## src/design/zvs_cfg.svh

```systemverilog
`ifndef ZVS_CFG_SVH
`define ZVS_CFG_SVH

// Register offsets on the plain register port
`define ZVS_ADDR_W        3
`define ZVS_DATA_W        16
`define ZVS_OFF_CTRL      3'h0
`define ZVS_OFF_PERIOD    3'h1
`define ZVS_OFF_DEAD      3'h2
`define ZVS_OFF_RESONANT_DELAY_PHASE    3'h3
`define ZVS_OFF_BLANK     3'h4
`define ZVS_OFF_STATUS    3'h5

// Field positions
`define ZVS_CTRL_BLANK_OFF 0
`define ZVS_ST_LATCHED     12
`define ZVS_ST_LOCKOUT     13
`define ZVS_ST_PGOOD       14
`define ZVS_ST_PGPIN       15

// Reset values
`define ZVS_RST_CTRL      1'b0
`define ZVS_RST_PERIOD    8'h64
`define ZVS_RST_DEAD      8'h0a
`define ZVS_RST_RESONANT_DELAY_PHASE    8'h0a
`define ZVS_RST_BLANK     8'h0a

// Timing: system clock period and programmable delays in picoseconds
`define ZVS_CLK_PS        5000
`define ZVS_RES_SLOPE_PS  4010
`define ZVS_RES_OFF_PS    13000
`define ZVS_LEB_SLOPE_PS  2000
`define ZVS_LEB_OFF_PS    15000

// Soft-start ramp: one count per step, microvolts per count
`define ZVS_SS_W          12
`define ZVS_SS_DIV        8'hc8
`define ZVS_SS_LSB_UV     1000
`define ZVS_SS_LEB_MV     400
`define ZVS_SS_LEB_CNT    ((`ZVS_SS_LEB_MV * 1000) / `ZVS_SS_LSB_UV)

// Synchronised comparator inputs
`define ZVS_NSYNC         7

`endif

```

## src/design/zvs_pkg.sv

```systemverilog
package zvs_pkg;
    typedef enum logic [1:0] {
        ST_IDLE   = 2'b00,
        ST_RUN    = 2'b01,
        ST_LATCHD = 2'b10
    } zvs_state_e;
endpackage

```

## src/design/zvs_gate_sequencer.sv

```systemverilog
// What this block does
// - High-side gates run a fixed half-duty square wave, unaffected by modulation.
// - Low-side gates end on the trailing edge; their turn-on waits the resonant delay.
// - All gates stay low while supply lockout is active.
// - Peak-limit trip ends gate pulses at once and holds them until next period.
// - Peak-limit trip restarts soft-start from zero, giving hiccup operation.
// - Latch-off input latches the device off; only supply removal clears it.
// - Run request cannot clear the latched-off state.
// - Run request low stops all gates, rectifiers too, and resets soft-start.
// - Low-side turn-on follows high-side turn-off by 4.01 ns per kohm plus 13 ns.
// - Current input blanked after each leading edge, 2 ns per kohm plus 15 ns.
// - Current ramp stays blanked through the resonant delay phase.
// - Edge blanking stays off until soft-start exceeds 400 mV.
// - Edge blanking disabled when the control register's blank-off bit is set.
// - Ramp level-shift and summing circuits reset in every clock dead time.
// - Each rectifier gate turns off one dead time before its high-side gate.
// - Open-drain power-good pulls low while output is in regulation.
// - Power-good enters at -3/+5 percent, leaves outside -5/+3 percent.
// - Bridge switches at half the internal clock rate, legs alternating.
// - Dead time separates low-side turn-off from same-leg high-side turn-on.
//
// The placing of the registers and the address-and-strobe port are this design's own decisions.
`timescale 1ns/1ps
`include "zvs_cfg.svh"

module zvs_gate_sequencer (
    // Clock and reset
    input  wire logic                   CLK_SYS,
    input  wire logic                   RESET,
    // Register port
    input  wire logic [`ZVS_ADDR_W-1:0] REG_ADDR,
    input  wire logic [`ZVS_DATA_W-1:0] REG_WDATA,
    input  wire logic                   REG_WR,
    input  wire logic                   REG_RD,
    output logic      [`ZVS_DATA_W-1:0] REG_RDATA,
    // Supply and control inputs
    input  wire logic                   SUPPLY_LOCKOUT,
    input  wire logic                   PEAK_LIMIT_SENSE,
    input  wire logic                   LATCH_OFF_INPUT,
    input  wire logic                   RUN_REQUEST,
    input  wire logic                   CURRENT_TRIP,
    // Feedback window comparators
    input  wire logic                   FB_ABOVE_M3,
    input  wire logic                   FB_ABOVE_M5,
    input  wire logic                   FB_BELOW_P3,
    input  wire logic                   FB_BELOW_P5,
    // Gate outputs
    output logic                        HIGH_SIDE_GATE_A,
    output logic                        HIGH_SIDE_GATE_B,
    output logic                        LOW_SIDE_GATE_A,
    output logic                        LOW_SIDE_GATE_B,
    output logic                        RECTIFIER_GATE_A,
    output logic                        RECTIFIER_GATE_B,
    // Analog front-end controls
    output logic                        RAMP_RESET,
    output logic                        EDGE_BLANKING,
    output logic      [`ZVS_SS_W-1:0]   SOFT_START_LEVEL,
    // Open-drain power-good pin
    input  wire logic                   POWER_GOOD_FLAG_I,
    output logic                        POWER_GOOD_FLAG_O,
    output logic                        POWER_GOOD_FLAG_OE
);
    function automatic logic [7:0] delay_cycles(input logic [7:0] kohm,
                                                input int slope_ps,
                                                input int off_ps);
        int t;
        t = slope_ps * int'(kohm) + off_ps + `ZVS_CLK_PS - 1;
        delay_cycles = 8'(t / `ZVS_CLK_PS);
    endfunction

    zvs_pkg::zvs_state_e state_reg;
    zvs_pkg::zvs_state_e state_next;

    logic [`ZVS_NSYNC-1:0] sync_q;
    logic                  peak_s;
    logic                  latch_s;
    logic                  run_s;
    logic                  pg_good;

    logic                  blank_off_reg;
    logic [7:0]            period_reg;
    logic [7:0]            dead_reg;
    logic [7:0]            resonant_delay_phase_set_reg;
    logic [7:0]            blank_set_reg;
    logic [7:0]            resonant_delay_phase_cyc;
    logic [7:0]            leb_cyc;

    logic [7:0]            cnt_reg;
    logic                  phase_reg;
    logic                  period_end;
    logic                  in_dead;
    logic                  resonant_delay_phase;
    logic                  enabled;

    logic                  trip_hold_reg;
    logic                  term_reg;
    logic                  low_on_reg;
    logic [7:0]            leb_cnt_reg;
    logic                  leb_armed;
    logic                  blank_any;
    logic                  pwm_stop;

    logic [7:0]            ss_div_reg;
    logic                  ss_tick;
    logic [`ZVS_SS_W-1:0]  ss_reg;

    logic                  ua_reg;
    logic                  ub_reg;
    logic                  la_reg;
    logic                  lb_reg;
    logic                  ra_reg;
    logic                  rb_reg;
    logic                  force_low;

    // Comparator synchronisation
    zvs_sync u_sync (
        .clk   (CLK_SYS),
        .rst   (RESET),
        .d_in  ({FB_BELOW_P5, FB_BELOW_P3, FB_ABOVE_M5, FB_ABOVE_M3,
                 RUN_REQUEST, LATCH_OFF_INPUT, PEAK_LIMIT_SENSE}),
        .q_out (sync_q)
    );

    assign peak_s  = sync_q[0];
    assign latch_s = sync_q[1];
    assign run_s   = sync_q[2];

    zvs_pgood u_pgood (
        .clk      (CLK_SYS),
        .rst      (RESET),
        .above_m3 (sync_q[3]),
        .above_m5 (sync_q[4]),
        .below_p3 (sync_q[5]),
        .below_p5 (sync_q[6]),
        .good     (pg_good)
    );

    // Register writes
    always_ff @(posedge CLK_SYS or posedge RESET) begin
        if (RESET) begin
            blank_off_reg  <= `ZVS_RST_CTRL;
            period_reg     <= `ZVS_RST_PERIOD;
            dead_reg       <= `ZVS_RST_DEAD;
            resonant_delay_phase_set_reg <= `ZVS_RST_RESONANT_DELAY_PHASE;
            blank_set_reg  <= `ZVS_RST_BLANK;
        end else if (REG_WR) begin
            case (REG_ADDR)
                `ZVS_OFF_CTRL:   blank_off_reg  <= REG_WDATA[`ZVS_CTRL_BLANK_OFF];
                `ZVS_OFF_PERIOD: period_reg     <= REG_WDATA[7:0];
                `ZVS_OFF_DEAD:   dead_reg       <= REG_WDATA[7:0];
                `ZVS_OFF_RESONANT_DELAY_PHASE: resonant_delay_phase_set_reg <= REG_WDATA[7:0];
                `ZVS_OFF_BLANK:  blank_set_reg  <= REG_WDATA[7:0];
                default: ;
            endcase
        end
    end

    // Register reads, data one cycle after the strobe; unmapped reads zero
    always_ff @(posedge CLK_SYS or posedge RESET) begin
        if (RESET) begin
            REG_RDATA <= '0;
        end else if (REG_RD) begin
            case (REG_ADDR)
                `ZVS_OFF_CTRL:   REG_RDATA <= {15'h0000, blank_off_reg};
                `ZVS_OFF_PERIOD: REG_RDATA <= {8'h00, period_reg};
                `ZVS_OFF_DEAD:   REG_RDATA <= {8'h00, dead_reg};
                `ZVS_OFF_RESONANT_DELAY_PHASE: REG_RDATA <= {8'h00, resonant_delay_phase_set_reg};
                `ZVS_OFF_BLANK:  REG_RDATA <= {8'h00, blank_set_reg};
                `ZVS_OFF_STATUS: REG_RDATA <= {POWER_GOOD_FLAG_I, pg_good, SUPPLY_LOCKOUT,
                                               state_reg == zvs_pkg::ST_LATCHD, ss_reg};
                default:         REG_RDATA <= '0;
            endcase
        end else begin
            REG_RDATA <= '0;
        end
    end

    assign resonant_delay_phase_cyc = delay_cycles(resonant_delay_phase_set_reg, `ZVS_RES_SLOPE_PS,
                                     `ZVS_RES_OFF_PS);
    assign leb_cyc    = delay_cycles(blank_set_reg, `ZVS_LEB_SLOPE_PS,
                                     `ZVS_LEB_OFF_PS);

    // Operating state; the latch leaves only through lockout or reset
    always_comb begin
        case (state_reg)
            zvs_pkg::ST_IDLE:   state_next = run_s ? zvs_pkg::ST_RUN : zvs_pkg::ST_IDLE;
            zvs_pkg::ST_RUN:    state_next = run_s ? zvs_pkg::ST_RUN : zvs_pkg::ST_IDLE;
            zvs_pkg::ST_LATCHD: state_next = zvs_pkg::ST_LATCHD;
            default:            state_next = zvs_pkg::ST_IDLE;
        endcase
        if (latch_s)
            state_next = zvs_pkg::ST_LATCHD;
        if (SUPPLY_LOCKOUT)
            state_next = zvs_pkg::ST_IDLE;
    end

    always_ff @(posedge CLK_SYS or posedge RESET) begin
        if (RESET)
            state_reg <= zvs_pkg::ST_IDLE;
        else
            state_reg <= state_next;
    end

    assign enabled = (state_reg == zvs_pkg::ST_RUN) && !SUPPLY_LOCKOUT;

    // Internal clock: one period per leg, legs alternate each period
    assign period_end = (cnt_reg >= period_reg - 8'h01);
    assign in_dead    = (cnt_reg >= period_reg - dead_reg);
    assign resonant_delay_phase = (cnt_reg < resonant_delay_phase_cyc);

    always_ff @(posedge CLK_SYS or posedge RESET) begin
        if (RESET) begin
            cnt_reg   <= 8'h00;
            phase_reg <= 1'b0;
        end else if (period_end) begin
            cnt_reg   <= 8'h00;
            phase_reg <= !phase_reg;
        end else begin
            cnt_reg   <= cnt_reg + 8'h01;
        end
    end

    // Peak trip hold until the next period; a trip at the boundary is kept
    always_ff @(posedge CLK_SYS or posedge RESET) begin
        if (RESET)
            trip_hold_reg <= 1'b0;
        else if (peak_s)
            trip_hold_reg <= 1'b1;
        else if (period_end)
            trip_hold_reg <= 1'b0;
    end

    // Blanking of the current comparator
    assign leb_armed = (ss_reg > `ZVS_SS_W'(`ZVS_SS_LEB_CNT)) && !blank_off_reg;
    assign blank_any = resonant_delay_phase
                     || (leb_armed && leb_cnt_reg != 8'h00);
    assign pwm_stop  = CURRENT_TRIP && !blank_any;

    always_ff @(posedge CLK_SYS or posedge RESET) begin
        if (RESET)
            leb_cnt_reg <= 8'h00;
        else if (!low_on_reg && cnt_reg == resonant_delay_phase_cyc - 8'h01)
            leb_cnt_reg <= leb_cyc;
        else if (leb_cnt_reg != 8'h00)
            leb_cnt_reg <= leb_cnt_reg - 8'h01;
    end

    // Low-side pulse decided one count early: the gate register adds a cycle
    always_ff @(posedge CLK_SYS or posedge RESET) begin
        if (RESET) begin
            low_on_reg <= 1'b0;
            term_reg   <= 1'b0;
        end else if (period_end || !enabled) begin
            low_on_reg <= 1'b0;
            term_reg   <= 1'b0;
        end else if (peak_s || trip_hold_reg || (low_on_reg && pwm_stop)
                     || cnt_reg >= period_reg - dead_reg - 8'h01) begin
            low_on_reg <= 1'b0;
            term_reg   <= 1'b1;
        end else if (!term_reg && cnt_reg == resonant_delay_phase_cyc - 8'h01) begin
            low_on_reg <= 1'b1;
        end
    end

    // Soft-start ramp with its own step divider
    assign ss_tick = (ss_div_reg == `ZVS_SS_DIV - 8'h01);

    always_ff @(posedge CLK_SYS or posedge RESET) begin
        if (RESET)
            ss_div_reg <= 8'h00;
        else if (ss_tick || !enabled || peak_s)
            ss_div_reg <= 8'h00;
        else
            ss_div_reg <= ss_div_reg + 8'h01;
    end

    always_ff @(posedge CLK_SYS or posedge RESET) begin
        if (RESET)
            ss_reg <= '0;
        else if (!enabled || peak_s)
            ss_reg <= '0;
        else if (ss_tick && ss_reg != '1)
            ss_reg <= ss_reg + `ZVS_SS_W'(1);
    end

    // Registered gate drive
    always_ff @(posedge CLK_SYS or posedge RESET) begin
        if (RESET) begin
            ua_reg <= 1'b0;
            ub_reg <= 1'b0;
            la_reg <= 1'b0;
            lb_reg <= 1'b0;
            ra_reg <= 1'b0;
            rb_reg <= 1'b0;
        end else begin
            ua_reg <= enabled && !trip_hold_reg && !peak_s && !phase_reg;
            ub_reg <= enabled && !trip_hold_reg && !peak_s && phase_reg;
            la_reg <= enabled && low_on_reg && phase_reg;
            lb_reg <= enabled && low_on_reg && !phase_reg;
            ra_reg <= enabled && !trip_hold_reg && !peak_s && !phase_reg
                      && !in_dead;
            rb_reg <= enabled && !trip_hold_reg && !peak_s && phase_reg
                      && !in_dead;
        end
    end

    assign force_low = PEAK_LIMIT_SENSE || SUPPLY_LOCKOUT;

    assign HIGH_SIDE_GATE_A = ua_reg && !force_low;
    assign HIGH_SIDE_GATE_B = ub_reg && !force_low;
    assign LOW_SIDE_GATE_A  = la_reg && !force_low;
    assign LOW_SIDE_GATE_B  = lb_reg && !force_low;
    assign RECTIFIER_GATE_A = ra_reg && !force_low;
    assign RECTIFIER_GATE_B = rb_reg && !force_low;

    always_ff @(posedge CLK_SYS or posedge RESET) begin
        if (RESET) begin
            RAMP_RESET    <= 1'b1;
            EDGE_BLANKING <= 1'b0;
        end else begin
            RAMP_RESET    <= in_dead;
            EDGE_BLANKING <= blank_any;
        end
    end

    assign SOFT_START_LEVEL   = ss_reg;
    assign POWER_GOOD_FLAG_O  = 1'b0;
    assign POWER_GOOD_FLAG_OE = pg_good;
endmodule

```

## src/design/zvs_sync.sv

```systemverilog
`timescale 1ns/1ps
`include "zvs_cfg.svh"

module zvs_sync (
    // Clock and reset
    input  wire logic                  clk,
    input  wire logic                  rst,
    // Levels
    input  wire logic [`ZVS_NSYNC-1:0] d_in,
    output logic      [`ZVS_NSYNC-1:0] q_out
);
    logic [`ZVS_NSYNC-1:0] meta_reg;

    always_ff @(posedge clk or posedge rst) begin
        if (rst) begin
            meta_reg <= '0;
            q_out    <= '0;
        end else begin
            meta_reg <= d_in;
            q_out    <= meta_reg;
        end
    end
endmodule

```

## src/design/zvs_pgood.sv

```systemverilog
`timescale 1ns/1ps

module zvs_pgood (
    // Clock and reset
    input  wire logic clk,
    input  wire logic rst,
    // Window comparator levels
    input  wire logic above_m3,
    input  wire logic above_m5,
    input  wire logic below_p3,
    input  wire logic below_p5,
    // Flag
    output logic      good
);
    logic good_next;

    // Enter above -3 and below +5 percent; leave below -5 or above +3 percent
    always_comb begin
        if (good)
            good_next = above_m5 && below_p3;
        else
            good_next = above_m3 && below_p5;
    end

    always_ff @(posedge clk or posedge rst) begin
        if (rst)
            good <= 1'b0;
        else
            good <= good_next;
    end
endmodule

```

## config.mk

```make
export PLATFORM = sky130hd
export DESIGN_NAME = zvs_gate_sequencer
export DESIGN_NICKNAME = d
export VERILOG_FILES = /design/src/design/zvs_pkg.sv /design/src/design/zvs_gate_sequencer.sv /design/src/design/zvs_sync.sv /design/src/design/zvs_pgood.sv
export VERILOG_INCLUDE_DIRS = /design/src /design/src/design
export SDC_FILE = /design/constraint.sdc
export NUM_CORES = 1
export LEC_CHECK = 0
export ABC_AREA = 1
export BUFFER_PORTS_ARGS = -buffer_cell sky130_fd_sc_hd__buf_2
export CORE_MARGIN = 10
export CORE_UTILIZATION = 40
export CTS_BUF_LIST = sky130_fd_sc_hd__clkbuf_8
export CTS_CLUSTER_SIZE = 30
export DETAILED_ROUTE_END_ITERATION = 16
export GPL_TIMING_DRIVEN = 0
export SYNTH_ARGS = -nofsm -noshare
export SYNTH_HDL_FRONTEND = slang
export SYNTH_SLANG_ARGS = --single-unit
export TNS_END_PERCENT = 10
```

## constraint.sdc

```tcl
create_clock -name CLK_SYS -period 22.2 [get_ports CLK_SYS]
set_input_delay 1.11 -clock CLK_SYS [delete_from_list [all_inputs] [get_ports CLK_SYS]]
set_output_delay 1.11 -clock CLK_SYS [all_outputs]
set_load 0.02 [all_outputs]
```

==> impl_results.md <==
* Slowest-stage cell, CP: dfstp_2
* Slew HR at between 30% and 40%
* Critical path required time at 22,540 ps
* Ys Warns at 0
* Worst reg2reg setup slack at 9300 ps
* Drt drc at 0
* First-pass GRT wire length at a little under 70 mm
* Min-Delay Endpoint: u_sync.q_out[3]$_DFF_PP0_
* DP Area at between 15,000 and 20,000 um2
* Final Cell Area at ~18,000 um2
* Clock skew at about 22 ps
* Top cell type's share of synthesized area at between 15 and 20%
* Min Hold Slack at ~360 ps
* Final GP Congestion at 0.860
* Io pins at ~70
* Status: completed
* Largest register by flop count: REG_RDATA
* HP Class: reg -> reg
* Worst R2R End: term_reg$_DFFE_PP0P_
* CTS Buffer Depth at 2
* Post-synth cell types at 70
* Endpoints failing setup at 0
* Max Freq at about 0.078 GHz
* Top delay family on crit path: simple AND/OR/NAND/NOR gates
* Vias in the first global route at roughly 14,000
* Seq. cell area at between 2000 and 3000 um2
* Commonest non-fill, non-tap cell in the layout: nand2_1
* Total track usage at approximately 16%
* Hold Path Origin: u_sync.meta_reg[3]$_DFF_PP0_
* RSZ-0062 raised after global routing: false
* Reg2Reg Launch Point: resonant_delay_phase_set_reg[3]$_DFFE_PP1P_
* Startpoint types: flip-flop
* Final Routed Wirelength at 39.8 mm
* Seq/Total Area, Yosys at approximately 17%
* WHS Path Cells at 0
* Clock Sinks at between 100 and 150
* Setup TNS at 0 ps
* Top post-synthesis cells by area: dfrtp_1 (16%), nand2_1 (15%), ha_1 (11%), inv_1 (8.2%), nand3_1 (6.3%)
* Hold_buf cts at 0
* Max Fanout on Critical Path at 10
* GRT overflow at 0
* Worst-Skew Late Latency at ~450 ps
* Cell Area, Synth at ~17,000 um2
* Largest stage delay on the critical path at between 600 and 700 ps
* Full die area at about 50,000 um2
* CP startpoint: resonant_delay_phase_set_reg[3]$_DFFE_PP1P_
* Slew Viols, Final at 0
* Initial Utilization at around 41%
* Post-synth EDFFs at 0
* Die Span X at between 200 and 250 um
* Syn Area/Cell at roughly 6.8 um2
* Num rows at 74
* Area of the multi-input gates at 12,000 um2
* Most frequent cells in the layout: nand2_1 (653), inv_1 (364), nand3_1 (210)
* Synth Register Bits at about 110
* Die Ht at ~220 um
* Initial antenna violation count at 1
* Drt initial violations at a little over 700
* Core box area at around 40,000 um2
* Number of setup buffers added after CTS at 0
* # nets final at about 2,800
* H-Tree Depth at 4
* Clk pin slew, worst setup/hold paths at approximately 90 ps
* Routed vias at 15,300
* Critical path buffer and inverter count at 19
* Worst r2r path cells at 86
* Max cap viols at 0
* Number of flip-flops in the largest register at 16
* Worst slew pin tran at a little over 1000 ps
* Hold Fails Final Rpt at 0
* Tmin final at 12,900 ps
* Per-cell routed wire length at 12.9 um
* Area growth, synth to finish at 8.35%
* CTS Buf Count at 17
* Synth Net Count at 2,688
* CTS root buf: clkbuf_8
* Crit path kind: reg -> reg
* Detailed Routing Iterations Pass 1 at 5
* Fraction of layout cells with a size suffix above 1 at between 10% and 20%
* PortBufs at 60
* HPWL Detailed at 33.5 mm
* Post-CTS sizing at 0
* Top cell by count, worst path: nand2_4
* # fillers at roughly 4,300
* Drt via density at approximately 4.9
* CTS tree: built
* Diode count at 0
* Critical path endpoint category: flip-flop
* Pin count of the biggest net entering global routing at 90
* Share of flip-flops with an asynchronous set or reset at 100%
* CP arrival at around 13,000 ps
* Ys flop type: dfrtp_1
* Area leader, netlist: dfrtp_1
* Tcrit/Tclk final at between 50% and 60%
* Post-DRT Antenna Nets at 0
* Syn Inst Count at 2,468
## cell families after synthesis
family / count (synthesis) / synth area share (%)
flops: 114 / 17.1
mux: 1 / 0.0598
xor+xnor: 132 / 7.00
compound gates: 230 / 8.53
fa+ha+maj: 187 / 16.0
other cells: 1 / 0.0224
simple gates: 1369 / 40.3
buf+inv: 434 / 10.9
## per-stage QoR
stage                     utilization (%)  instances  setup slack [ps]
after floorplan                         -       2468             11110
after global placement               43.0       3060              9460
after detailed placement             43.1       3061              9400
after CTS                            44.1       3093              9340
after global routing                 44.1       3093              8190
final                                44.1       3093              9300
## area by class of cell
class | instances | share of cell area (%)
repair buffers | 61 | 1.81
plain buffers | 26 | 1.48
clock inverters | 15 | 0.911
clock buffers | 17 | 1.29
well taps | 532 | 3.67
inverters | 408 | 8.59
multi-input cells | 1920 | 66.4
flip-flops and latches | 114 | 15.8
## worst reg2reg max path, delay by kind of cell (launching register included)
family	cells	cell delay [ps]
AND/OR/NAND/NOR	51	6050
multiplexers	1	180
buffers and inverters	19	1820
adder cells (fa/ha/maj)	6	2440
AO/OA/AOI/OAI	9	1630
flip-flops	1	660
## per-layer routing
metal / vias up / GRT usage (%) / wire [um]
met1: 6999 / 20.4 / 19100
li1: 8002 / - / -
met4: 2 / 3.38 / 618
met2: 250 / 27.1 / 18500
met3: 44 / 2.63 / 1540
met5: - / 0 / 13
## how the worst max path moves through the flow
| stage | cells after the start | to | slack, ps |
|---|---|---|---|
| global placement | 89 | term_reg$_DFFE_PP0P_ | 9460 |
| detailed placement | 86 | term_reg$_DFFE_PP0P_ | 9400 |
| global route | 86 | term_reg$_DFFE_PP0P_ | 8190 |
| CTS | 86 | term_reg$_DFFE_PP0P_ | 9340 |
| floorplan | 87 | leb_cnt_reg[0]$_DFFE_PP0P_ | 11110 |
| finish | 86 | term_reg$_DFFE_PP0P_ | 9300 |
## synth_stat cells, types with 7 or more instances
cell type  instances
inv_2             32
nor3_1            36
o21a_1            10
nand2_1          653
inv_1            365
fa_1              46
nor2_2            20
clkbuf_1           8
nor2_4            13
nand4_1           40
ha_1             141
nor2_1           174
nand2_2          109
o21bai_1          13
nand2_4           43
dfstp_2           10
nand3b_1           9
xor2_1            98
dfrtp_1          104
xnor2_1           32
a221oi_1           7
nand3_2           24
a21oi_1           69
o21ai_0           74
nand3_1          210
o21ai_1            7
Power is left out: the tool's default activity adds up to more than one toggle a clock period on the data nets, which glitch-free logic cannot reach.
